--- config.mk ---
export PLATFORM = sky130hd
export DESIGN_NAME = timer2_capture_reload_baud
export DESIGN_NICKNAME = d
export VERILOG_FILES = /design/src/hdl/timer2_pkg.sv /design/src/hdl/timer2_capture_reload_baud.sv
export VERILOG_INCLUDE_DIRS = /design/src /design/src/hdl
export SDC_FILE = /design/constraint.sdc
export NUM_CORES = 1
export LEC_CHECK = 0
export BUFFER_PORTS_ARGS = -buffer_cell sky130_fd_sc_hd__buf_2
export CORE_MARGIN = 2
export CORE_UTILIZATION = 60
export DETAILED_ROUTE_END_ITERATION = 8
export PLACE_DENSITY = 0.91
export RECOVER_POWER = 25
export SYNTH_ARGS = -nofsm -noshare
export SYNTH_HDL_FRONTEND = slang
export SYNTH_SLANG_ARGS = --single-unit
--- constraint.sdc ---
create_clock -name pclk -period 4.5 [get_ports pclk]
set_input_delay 0.225 -clock pclk [delete_from_list [all_inputs] [get_ports pclk]]
set_output_delay 0.225 -clock pclk [all_outputs]
set_load 0.02 [all_outputs]
--- src/hdl/timer2_regs.svh ---
// Register indices, field positions, reset values and timing counts
`ifndef TIMER2_REGS_SVH
`define TIMER2_REGS_SVH

// ****************************************************************
// Register indices (byte address is four times the index)
// ****************************************************************
`define TIMER_TWO_CONTROL_IDX     8'hC8
`define TIMER_TWO_MODE_IDX        8'hC9
`define CAPTURE_RELOAD_LOW_IDX    8'hCA
`define CAPTURE_RELOAD_HIGH_IDX   8'hCB
`define COUNT_LOW_BYTE_IDX        8'hCC
`define COUNT_HIGH_BYTE_IDX       8'hCD

// ****************************************************************
// Control register fields
// ****************************************************************
`define CTL_OVERFLOW_FLAG_BIT     7
`define CTL_EXTERNAL_FLAG_BIT     6
`define CTL_RX_BAUD_SEL_BIT       5
`define CTL_TX_BAUD_SEL_BIT       4
`define CTL_EXTERNAL_ENABLE_BIT   3
`define CTL_RUN_CONTROL_BIT       2
`define CTL_COUNTER_TIMER_BIT     1
`define CTL_CAPTURE_RELOAD_BIT    0

// ****************************************************************
// Mode register fields
// ****************************************************************
`define MODE_DOWN_COUNT_BIT       0

// ****************************************************************
// Reset values and timing
// ****************************************************************
`define BYTE_RESET                8'h00
`define COUNT_ALL_ONES            16'hFFFF
`define BAUD_CLOCKS_PER_TICK      2

`endif

--- src/hdl/timer2_pkg.sv ---
// Types shared by the timer two design
package timer2_pkg;

  typedef logic [7:0]  byte_t;
  typedef logic [15:0] count_t;

  typedef enum {
    MODE_CAPTURE,
    MODE_RELOAD,
    MODE_UP_DOWN,
    MODE_BAUD
  } timer_mode_t;

endpackage

--- src/hdl/timer2_capture_reload_baud.sv ---
// Timer two: capture, auto-reload and baud generation behind APB
// ****************************************************************
// Summary of operation
// - Overflow of the 16-bit count sets the overflow flag.
// - Down-counting, reaching the reload value also sets the overflow flag.
// - Overflow flag is set by hardware only with both baud selects 0.
// - Hardware never clears overflow flag; software may write 0 or 1.
// - External flag set by trigger falling edge or overflow, per mode bits.
// - External flag set by trigger edge stays until software clears it.
// - With interrupt enabled, external flag set raises timer interrupt request.
// - Receive baud select picks timer one or this timer's overflow.
// - Transmit baud select picks timer one or this timer's overflow.
// - Either baud select set forces baud generator mode.
// - External enable 0 ignores trigger edges; 1 lets edge capture or reload.
// - Run control enables counting; clear holds the count bytes except for an enabled trigger-edge reload.
// - Counter/timer select picks internal clocks or external events.
// - Baud generator mode advances once every 2 clocks regardless.
// - In baud mode capture select ignored; reload after every overflow.
// - Capture select 0 reloads on overflow, and on enabled trigger edge unless down-count enabled.
// - Capture select 1 with enable copies count on trigger edge.
// - Down-count enable with trigger level sets count direction.
// - Low capture register takes low byte, gives low reload byte.
// - High capture register takes high byte, gives high reload byte.
// ****************************************************************
`timescale 1ns/1ps
`include "timer2_regs.svh"

module timer2_capture_reload_baud
#(
  parameter int ADDR_W = 12
)
(
  input  wire logic              pclk,
  input  wire logic              presetn,
  input  wire logic              psel,
  input  wire logic              penable,
  input  wire logic              pwrite,
  input  wire logic [ADDR_W-1:0] paddr,
  input  wire logic [31:0]       pwdata,
  output logic [31:0]            prdata,
  output logic                   pready,
  output logic                   pslverr,
  input  wire logic              trigger_pin,
  input  wire logic              count_pin,
  input  wire logic              timer1_overflow,
  input  wire logic              timer_int_enable,
  output logic                   timer_irq,
  output logic                   rx_baud_tick,
  output logic                   tx_baud_tick
);
  import timer2_pkg::*;

  // ****************************************************************
  // State
  // ****************************************************************
  logic        overflow_flag;
  logic        external_flag;
  logic        rx_baud_source_select;
  logic        tx_baud_source_select;
  logic        external_enable;
  logic        run_control;
  logic        counter_timer_select;
  logic        capture_reload_select;
  logic        down_count_enable;
  byte_t       count_low_byte;
  byte_t       count_high_byte;
  byte_t       capture_reload_low;
  byte_t       capture_reload_high;
  logic        trigger_prev;
  logic        count_prev;
  logic        baud_phase;
  timer_mode_t mode;
  count_t      count16;
  count_t      reload16;
  count_t      next_count;
  logic        tick;
  logic        trigger_fall;
  logic        ovf_event;
  logic        ext_event;
  logic        cap_event;
  logic        baud_event;
  logic        access;
  logic        done;
  logic        hit;
  logic [31:0] read_value;
  logic        wr_ctl;
  logic        wr_mode;
  logic        wr_rl_low;
  logic        wr_rl_high;
  logic        wr_cnt_low;
  logic        wr_cnt_high;
  logic        wr_hit;
  // ****************************************************************
  // Helpers
  // ****************************************************************
  function automatic logic reg_hit(input logic [ADDR_W-1:0] a,
                                   input logic [7:0]        idx);
    reg_hit = (a == ADDR_W'({idx, 2'b00}));
  endfunction
  function automatic count_t step16(input count_t v, input logic up);
    step16 = up ? 16'(v + 16'h0001) : 16'(v - 16'h0001);
  endfunction

  // ****************************************************************
  // Mode selection and counting
  // ****************************************************************
  assign count16      = {count_high_byte, count_low_byte};
  assign reload16     = {capture_reload_high, capture_reload_low};
  assign trigger_fall = trigger_prev & ~trigger_pin;

  always_comb
  begin
    if (rx_baud_source_select | tx_baud_source_select)
      mode = MODE_BAUD;
    else if (capture_reload_select)
      mode = MODE_CAPTURE;
    else if (down_count_enable)
      mode = MODE_UP_DOWN;
    else
      mode = MODE_RELOAD;
  end

  always_comb
  begin
    if (!run_control)
      tick = 1'b0;
    else if (mode == MODE_BAUD)
      tick = baud_phase;
    else if (counter_timer_select)
      tick = count_prev & ~count_pin;
    else
      tick = 1'b1;
  end

  always_comb
  begin
    next_count = count16;
    ovf_event  = 1'b0;
    ext_event  = 1'b0;
    cap_event  = 1'b0;
    baud_event = 1'b0;
    case (mode)
      MODE_CAPTURE:
      begin
        if (tick)
        begin
          next_count = step16(count16, 1'b1);
          ovf_event  = (count16 == `COUNT_ALL_ONES);
        end
        if (external_enable && trigger_fall)
        begin
          cap_event = 1'b1;
          ext_event = 1'b1;
        end
      end
      MODE_RELOAD,
      MODE_BAUD:
      begin
        if (tick)
        begin
          if (count16 == `COUNT_ALL_ONES)
          begin
            next_count = reload16;
            ovf_event  = (mode == MODE_RELOAD);
            baud_event = (mode == MODE_BAUD);
          end
          else
            next_count = step16(count16, 1'b1);
        end
        if ((mode == MODE_RELOAD) && external_enable && trigger_fall)
        begin
          next_count = reload16;
          ext_event  = 1'b1;
        end
      end
      MODE_UP_DOWN:
      begin
        if (tick && trigger_pin)
        begin
          if (count16 == `COUNT_ALL_ONES)
          begin
            next_count = reload16;
            ovf_event  = 1'b1;
            ext_event  = 1'b1;
          end
          else
            next_count = step16(count16, 1'b1);
        end
        else if (tick)
        begin
          if (count16 == reload16)
          begin
            next_count = `COUNT_ALL_ONES;
            ovf_event  = 1'b1;
            ext_event  = 1'b1;
          end
          else
            next_count = step16(count16, 1'b0);
        end
      end
      default: next_count = count16;
    endcase
  end

  // ****************************************************************
  // APB decode
  // ****************************************************************
  assign access = psel & penable;
  assign done   = access & pready;

  always_comb
  begin
    hit        = 1'b1;
    read_value = 32'h0000_0000;
    if (reg_hit(paddr, `TIMER_TWO_CONTROL_IDX))
      read_value = {24'h00_0000, overflow_flag, external_flag,
                    rx_baud_source_select, tx_baud_source_select,
                    external_enable, run_control,
                    counter_timer_select, capture_reload_select};
    else if (reg_hit(paddr, `TIMER_TWO_MODE_IDX))
      read_value = {31'h0000_0000, down_count_enable};
    else if (reg_hit(paddr, `CAPTURE_RELOAD_LOW_IDX))
      read_value = {24'h00_0000, capture_reload_low};
    else if (reg_hit(paddr, `CAPTURE_RELOAD_HIGH_IDX))
      read_value = {24'h00_0000, capture_reload_high};
    else if (reg_hit(paddr, `COUNT_LOW_BYTE_IDX))
      read_value = {24'h00_0000, count_low_byte};
    else if (reg_hit(paddr, `COUNT_HIGH_BYTE_IDX))
      read_value = {24'h00_0000, count_high_byte};
    else
      hit = 1'b0;
  end

  assign wr_hit      = done & pwrite & hit;
  assign wr_ctl      = wr_hit & reg_hit(paddr, `TIMER_TWO_CONTROL_IDX);
  assign wr_mode     = wr_hit & reg_hit(paddr, `TIMER_TWO_MODE_IDX);
  assign wr_rl_low   = wr_hit & reg_hit(paddr, `CAPTURE_RELOAD_LOW_IDX);
  assign wr_rl_high  = wr_hit & reg_hit(paddr, `CAPTURE_RELOAD_HIGH_IDX);
  assign wr_cnt_low  = wr_hit & reg_hit(paddr, `COUNT_LOW_BYTE_IDX);
  assign wr_cnt_high = wr_hit & reg_hit(paddr, `COUNT_HIGH_BYTE_IDX);

  // ****************************************************************
  // APB answer: one wait state
  // ****************************************************************
  always_ff @(posedge pclk or negedge presetn)
  begin
    if (!presetn)
    begin
      pready  <= 1'b0;
      prdata  <= 32'h0000_0000;
      pslverr <= 1'b0;
    end
    else
    begin
      pready  <= access & ~pready;
      prdata  <= (access && !pready && !pwrite) ? read_value : 32'h0000_0000;
      pslverr <= access & ~pready & ~hit;
    end
  end

  // ****************************************************************
  // Configuration bits
  // ****************************************************************
  always_ff @(posedge pclk or negedge presetn)
  begin
    if (!presetn)
    begin
      rx_baud_source_select <= 1'b0;
      tx_baud_source_select <= 1'b0;
      external_enable       <= 1'b0;
      run_control           <= 1'b0;
      counter_timer_select  <= 1'b0;
      capture_reload_select <= 1'b0;
      down_count_enable     <= 1'b0;
    end
    else
    begin
      if (wr_ctl)
      begin
        rx_baud_source_select <= pwdata[`CTL_RX_BAUD_SEL_BIT];
        tx_baud_source_select <= pwdata[`CTL_TX_BAUD_SEL_BIT];
        external_enable       <= pwdata[`CTL_EXTERNAL_ENABLE_BIT];
        run_control           <= pwdata[`CTL_RUN_CONTROL_BIT];
        counter_timer_select  <= pwdata[`CTL_COUNTER_TIMER_BIT];
        capture_reload_select <= pwdata[`CTL_CAPTURE_RELOAD_BIT];
      end
      if (wr_mode)
        down_count_enable <= pwdata[`MODE_DOWN_COUNT_BIT];
    end
  end

  // ****************************************************************
  // Flags: hardware set wins over software clear
  // ****************************************************************
  always_ff @(posedge pclk or negedge presetn)
  begin
    if (!presetn)
    begin
      overflow_flag <= 1'b0;
      external_flag <= 1'b0;
    end
    else if (wr_ctl)
    begin
      overflow_flag <= pwdata[`CTL_OVERFLOW_FLAG_BIT] | ovf_event;
      external_flag <= pwdata[`CTL_EXTERNAL_FLAG_BIT] | ext_event;
    end
    else
    begin
      overflow_flag <= overflow_flag | ovf_event;
      external_flag <= external_flag | ext_event;
    end
  end

  // ****************************************************************
  // Count bytes, edge history and baud prescaler
  // ****************************************************************
  always_ff @(posedge pclk or negedge presetn)
  begin
    if (!presetn)
    begin
      count_low_byte  <= `BYTE_RESET;
      count_high_byte <= `BYTE_RESET;
    end
    else
    begin
      count_low_byte  <= wr_cnt_low  ? pwdata[7:0] : next_count[7:0];
      count_high_byte <= wr_cnt_high ? pwdata[7:0] : next_count[15:8];
    end
  end
  always_ff @(posedge pclk or negedge presetn)
  begin
    if (!presetn)
    begin
      trigger_prev <= 1'b1;
      count_prev   <= 1'b1;
      baud_phase   <= 1'b0;
    end
    else
    begin
      trigger_prev <= trigger_pin;
      count_prev   <= count_pin;
      baud_phase   <= (mode == MODE_BAUD) & run_control & ~baud_phase;
    end
  end

  // ****************************************************************
  // Capture / reload registers
  // ****************************************************************
  always_ff @(posedge pclk or negedge presetn)
  begin
    if (!presetn)
    begin
      capture_reload_low  <= `BYTE_RESET;
      capture_reload_high <= `BYTE_RESET;
    end
    else
    begin
      if (wr_rl_low)
        capture_reload_low <= pwdata[7:0];
      else if (cap_event)
        capture_reload_low <= count_low_byte;
      if (wr_rl_high)
        capture_reload_high <= pwdata[7:0];
      else if (cap_event)
        capture_reload_high <= count_high_byte;
    end
  end

  // ****************************************************************
  // Interrupt request and baud ticks
  // ****************************************************************
  always_ff @(posedge pclk or negedge presetn)
  begin
    if (!presetn)
    begin
      timer_irq    <= 1'b0;
      rx_baud_tick <= 1'b0;
      tx_baud_tick <= 1'b0;
    end
    else
    begin
      timer_irq    <= timer_int_enable & (overflow_flag | external_flag);
      rx_baud_tick <= rx_baud_source_select ? baud_event
                                            : timer1_overflow;
      tx_baud_tick <= tx_baud_source_select ? baud_event
                                            : timer1_overflow;
    end
  end

endmodule

; ---- Word level (Yosys, flattened, before mapping)
; Cells that the tools add are included.
[classes]
add_sub_neg = 2
eq_ne = 19
mux = 52
n_bitwise = 28
reduce_logical = 16
[ops]
columns = cell, n
row1 = $mux 16, 7
row2 = $eq 32x2->1 const B, 3
row3 = $mux 32, 3
row4 = $mux 8, 12
row5 = $eq 12x10->1 const B, 6
row6 = $pmux 16 s3, 1
row7 = $eq 32x1->1 const B, 1
row8 = $eq 32x3->1 const B, 1
row9 = $logic_not 32->1, 1
row10 = $mux 1, 26
row11 = $and 1x1->1, 17
row12 = $add 16x1->16 const B, 1
row13 = $eq 16x16->1, 1
row14 = $eq 16x16->1 const B, 1
row15 = $ne 4x3->1 const B, 4
row16 = $sub 16x1->16 const B, 1
row17 = $reduce_and 4->1, 2
row18 = $reduce_bool 4->1, 2
row19 = $logic_and 1x1->1, 6
row20 = $ne 3x2->1 const B, 2
row21 = $or 1x1->1, 6
row22 = $pmux 1 s3, 2
row23 = $not 1->1, 5
row24 = $reduce_bool 2->1, 2
row25 = other kinds (3), 4
[word_totals]
regBits = 81
input_bits = 53
output_inout_bits = 37
wordCells = 139

; ---- Logic depth before layout (Yosys ltp)
[depth]
word_depth = 11
ltp_mapped = 10
depth_no_buf = 7

; ---- Worst setup path after synthesis
; Ideal clock, no wire load.
[synth_timing]
kind = register -> register
start = register count_low_byte[0]
end = register count_high_byte[5]
setup_time_ns = 0.086
arrival_ns = 2.023
required_ns = 4.414
setup_slack_ns = 2.391
path_stages_with_launch = 8
n_path_buf = 1
synth_period_minus_slack_ns = 2.109
cell_sequence = dfrtp_1 > clkbuf_1 > nand3_1 > nor4_4 > xnor2_1 > mux2i_1 > a221o_1 > a32oi_1
[synth_via]
elab_chain_cells = 6
word_cells_on_any_way = 13
classes_between = add/sub (2) / eq/ne (2) / mux (9)
[synth_lines]
columns = item, line
row1 = "start, declared", timer2_capture_reload_baud.sv:65  ; byte_t count_low_byte;
row2 = "start signal, assigned", timer2_capture_reload_baud.sv:321  ; count_low_byte <= `BYTE_RESET;
row3 = "start signal, assigned", timer2_capture_reload_baud.sv:326  ; count_low_byte <= wr_cnt_low ? pwdata[7:0] : next_count[7:0];
row4 = $sub 16x1->16 (tied with other cells), timer2_capture_reload_baud.sv:101  ; step16 = up ? 16'(v + 16'h0001) : 16'(v - 16'h0001);
row5 = "$mux 16, on equally long branches", "timer2_capture_reload_baud.sv:191, timer2_capture_reload_baud.sv:161, timer2_capture_reload_baud.sv:180"
row6 = "$mux 16, on equally long branches", "timer2_capture_reload_baud.sv:189, timer2_capture_reload_baud.sv:159"
row7 = "$mux 16, on equally long branches", "timer2_capture_reload_baud.sv:178, timer2_capture_reload_baud.sv:170"
row8 = $pmux 16 s3 *, timer2_capture_reload_baud.sv:142  ; case (mode)
row9 = $mux 8 *, timer2_capture_reload_baud.sv:327  ; count_high_byte <= wr_cnt_high ? pwdata[7:0] : next_count[15:8];
row10 = "end signal, assigned", timer2_capture_reload_baud.sv:322  ; count_high_byte <= `BYTE_RESET;
row11 = "end signal, assigned", timer2_capture_reload_baud.sv:327
row12 = "end, declared", timer2_capture_reload_baud.sv:66  ; byte_t count_high_byte;
; Every way passes the cells marked *; elsewhere a longest branch is shown, timed or not. The select of a mux whose other input is x is not followed.
; A chain may end at the register's enable or synchronous reset.

; ---- Worst setup path after layout
[layout_timing]
start = register count_low_byte[5]
end = register count_high_byte[5]
; Same word-level chain as after synthesis.

==> qor.yml <==
setup_path:
  arrival_ns: 3.33
  critPathCaptureType: "register"
  critPathKind: "reg2reg"
  slowest_delay_ns: 0.74
  cp_cell_sequence: "xor2_1 > nor4_1 > nand4_1 > and2_1 > a221o_1 > a32oi_1"
  required_ns: 4.77
  path_max_fanout: 15
  start_kind: "register"
  cp_slowest_cell: "dfrtp_1"
placement:
  placed_cell_area_sq_um: 4980
  gp_congestion: 1.05
  dp_hpwl_um: 11900
  io_buffers: 41
detailed_routing:
  vias: 4869
  dr.pass1.iters: 8
  via_per_inst: 7.05
  antenna_left: 0
  detail_route.wl_per_cell_um: 24.6
  drt-total-wl_um: 17000
  drc: 0
  drt_iter0_markers: 695
yosys:
  seq_area_frac_synth_pct: 29.3
  synth_top_cell_by_area: "dfrtp_1"
  synth_cell_type_count: 80
  syn_area_sq_um: 4880
  postSynthCellCount: 566
  async_reset_ff_share_pct: 100
  yosysWarningCount: 0
  syn_avg_cell_area_sq_um: 8.62
  synth-edff-count: 0
  synth.area.top_cells: "dfrtp_1 (28%), mux2i_1 (6.2%), mux2_2 (4.6%)"
  ys_ff_latch: 57
  yosysTopAreaCellShare_pct: 28.2
  synth-main-ff-cell: "dfrtp_1"
power:
  p_int_uw: 793
  p_clk_share_pct: 45.5
  leakagePower_nw: 2.21
  switching_share_pct: 27.6
  p_sw_uw: 302
  p_seq_share_pct: 47.3
  combPwrFrac_pct: 7.2
  power.density_nw_per_um2: 211
  ir_worst_vdd_v: 0.000154
timing:
  fmax_mhz: 327
  hold_ws_ns: 0.110
  post-route-period-util_pct: 68.0
  finalHoldViolations: 0
  setup_viol: 0
  final.setup_skew_ns: 0.00702
  tns_ns: 0
  worstMarginPinSlew_ns: 3.17
  grt_setup_unrepaired: "false"
  period_minus_slack_ns: 3.06
  drv_slew: 58
  slew_headroom_pct: -111
clocking:
  cts_max_path_buffers: 2
  insertion_delay_ns: 0.35
  cts.sinks: 57
  cts_made_buffers: 9
  tritoncts: "yes"
  ctsResizeCount: 0
  clk_pin_slew_ns: 0.07
  htreeDepth: 3
  postCtsHoldBufs: 1
  post_cts_buffers: 0
  root_buffer: "clkbuf_8"
floorplan:
  initial_core_util_pct: 62.5
  row_count: 32
  core-area_sq_um: 7810
  ios: 90
  dieArea_sq_um: 8870
  die_w_um: 94.2
  die_h_um: 94.2
grt:
  grt_max_degree: 58
  grt_usage_pct: 39.9
  grt_pass1_vias: 4661
  antenna_found_initial: 0
  grt_pass1_wl_um: 26300
  grt_remaining_overflow: 0
finish:
  final_area_sq_um: 5170
  nets: 639
  fill_cells: 680
  seq_area_sq_um: 1430
  multi_input_area_sq_um: 3120
  fin_util_pct: 66.3
  drive_gt1_share_pct: 17.5
  area_delta_synth_final_pct: 6.11
  n_antenna_cell: 0
outcome:
  status: "finished with violations"
  violations: "capacitance limit, slew limit"
run:
  drv_cap: 1
worst_hold_path:
  hold_path_class: "in2reg"
==> state kept, by name, summed over array words and instances, names as in the netlist, 8 cells and up <==
signal / count
capture_reload_high: 8
prdata: 8
capture_reload_low: 8
count_low_byte: 8
count_high_byte: 8
==> path summary, 6_finish.rpt <==
| path | slack (ns) | end | depth (start not counted) | startpoint |
|---|---|---|---|---|
| worst max-delay path | 1.44 | count_high_byte[5]$_DFFE_PN0P_ | 6 | count_low_byte[5]$_DFFE_PN0P_ |
| worst min-delay path | 0.11 | timer_irq$_DFF_PN0_ | 2 | timer_int_enable |
| worst max register to register | 1.44 | count_high_byte[5]$_DFFE_PN0P_ | 6 | count_low_byte[5]$_DFFE_PN0P_ |
| max in group asynchronous | 1.70 | pready$_DFF_PN0_ | 2 | presetn |
| worst min register to register | 0.55 | counter_timer_select$_DFFE_PN0P_ | 1 | counter_timer_select$_DFFE_PN0P_ |
| min in group asynchronous | 1.02 | prdata[6]$_DFF_PN0_ | 2 | presetn |
==> area by class of cell <==
cell class | instances | share of cell area, %
Clock buffer | 10 | 2.47
Clock inverter | 6 | 1.31
Inverter | 10 | 0.725
Multi-Input combinational cell | 456 | 60.2
Sequential cell | 57 | 27.6
Tap cell | 102 | 2.47
Timing Repair Buffer | 50 | 5.20
==> Yosys cell counts (3+ instances only) <==
library cell / instances
dfrtp_1: 55
nor2_1: 52
nand2_1: 46
mux2i_1: 30
buf_4: 27
o21ai_0: 26
xor2_1: 25
a21oi_1: 22
clkbuf_1: 21
mux2_2: 20
nand3_1: 19
xnor2_1: 14
buf_2: 13
o221ai_1: 12
a22oi_1: 10
inv_1: 10
nor3_1: 10
nor4_1: 10
a31oi_1: 9
nand4_1: 7
a32oi_1: 6
o211ai_1: 6
a211oi_1: 5
a221o_1: 5
a221oi_1: 5
and2_1: 4
and3_1: 4
nor2b_1: 4
o21ai_1: 4
o31ai_1: 4
or4_1: 4
a222oi_1: 3
and4_1: 3
buf_1: 3
nand2b_1: 3
nor4_4: 3
o22a_1: 3
or2_2: 3
or3_1: 3
==> cell families (layout without fill, tap and decap cells) <==
logic type      Yosys count  count (layout)  share of synthesized area, %
fa+ha+maj                 2               2                         0.513
compound gates          151             151                          22.9
mux                      50              50                          10.8
other cells               1              24                        0.0769
buf+inv                  76              76                          8.57
xor+xnor                 39              39                          7.00
flops                    57              57                          29.3
simple gates            190             190                          20.9
==> per-stage QoR <==
step,power [mW],setup slack [ns],instances
floorplan,0.582,2.39,589
global placement,0.602,1.60,674
detailed placement,0.604,1.57,674
CTS,1.09,1.55,691
global route,1.12,1.12,691
finish,1.09,1.44,691
==> critical path, delay by kind of cell (launching register included) <==
family / cells / cell delay, ns
simple gates: 3 / 1.47
flops: 1 / 0.74
compound gates: 2 / 0.57
xor+xnor: 1 / 0.18
==> placed cells by master, fill, tap and decap left out, types with 5 or more instances in the layout <==
master,synthesis,layout
a21oi_1,22,22
a211oi_1,5,5
nand2_1,46,46
o221ai_1,12,12
buf_4,27,7
inv_1,10,10
xnor2_1,14,14
buf_2,13,39
clkbuf_8,0,9
mux2_2,20,20
dfrtp_1,55,55
a31oi_1,9,9
nand3_1,19,19
xor2_1,25,25
o211ai_1,6,6
nor3_1,10,10
conb_1,1,24
a221o_1,5,5
mux2i_1,30,30
a22oi_1,10,10
nand4_1,7,7
a221oi_1,5,5
a32oi_1,6,6
nor2_1,52,52
o21ai_0,26,26
nor4_1,10,10
==> power by group through the flow <==
stage                     Clock (mW)  Combinational [mW]  Sequential [mW]
after detailed placement           0              0.0766            0.528
final                          0.498              0.0783            0.518
after global routing           0.518              0.0845            0.518
after floorplan                    0              0.0520            0.530
after global placement             0              0.0745            0.527
after CTS                      0.498              0.0773            0.518
==> routing by layer <==
layer | wire [um] | vias up | global-route usage (%)
li1 | - | 2121 | -
met1 | 6490 | 2273 | 51.7
met2 | 7400 | 375 | 59.4
met3 | 2150 | 100 | 12.8
met4 | 977 | 0 | 20.5
met5 | 0 | - | 0
Note: power is estimated with default switching activity, not from simulation.
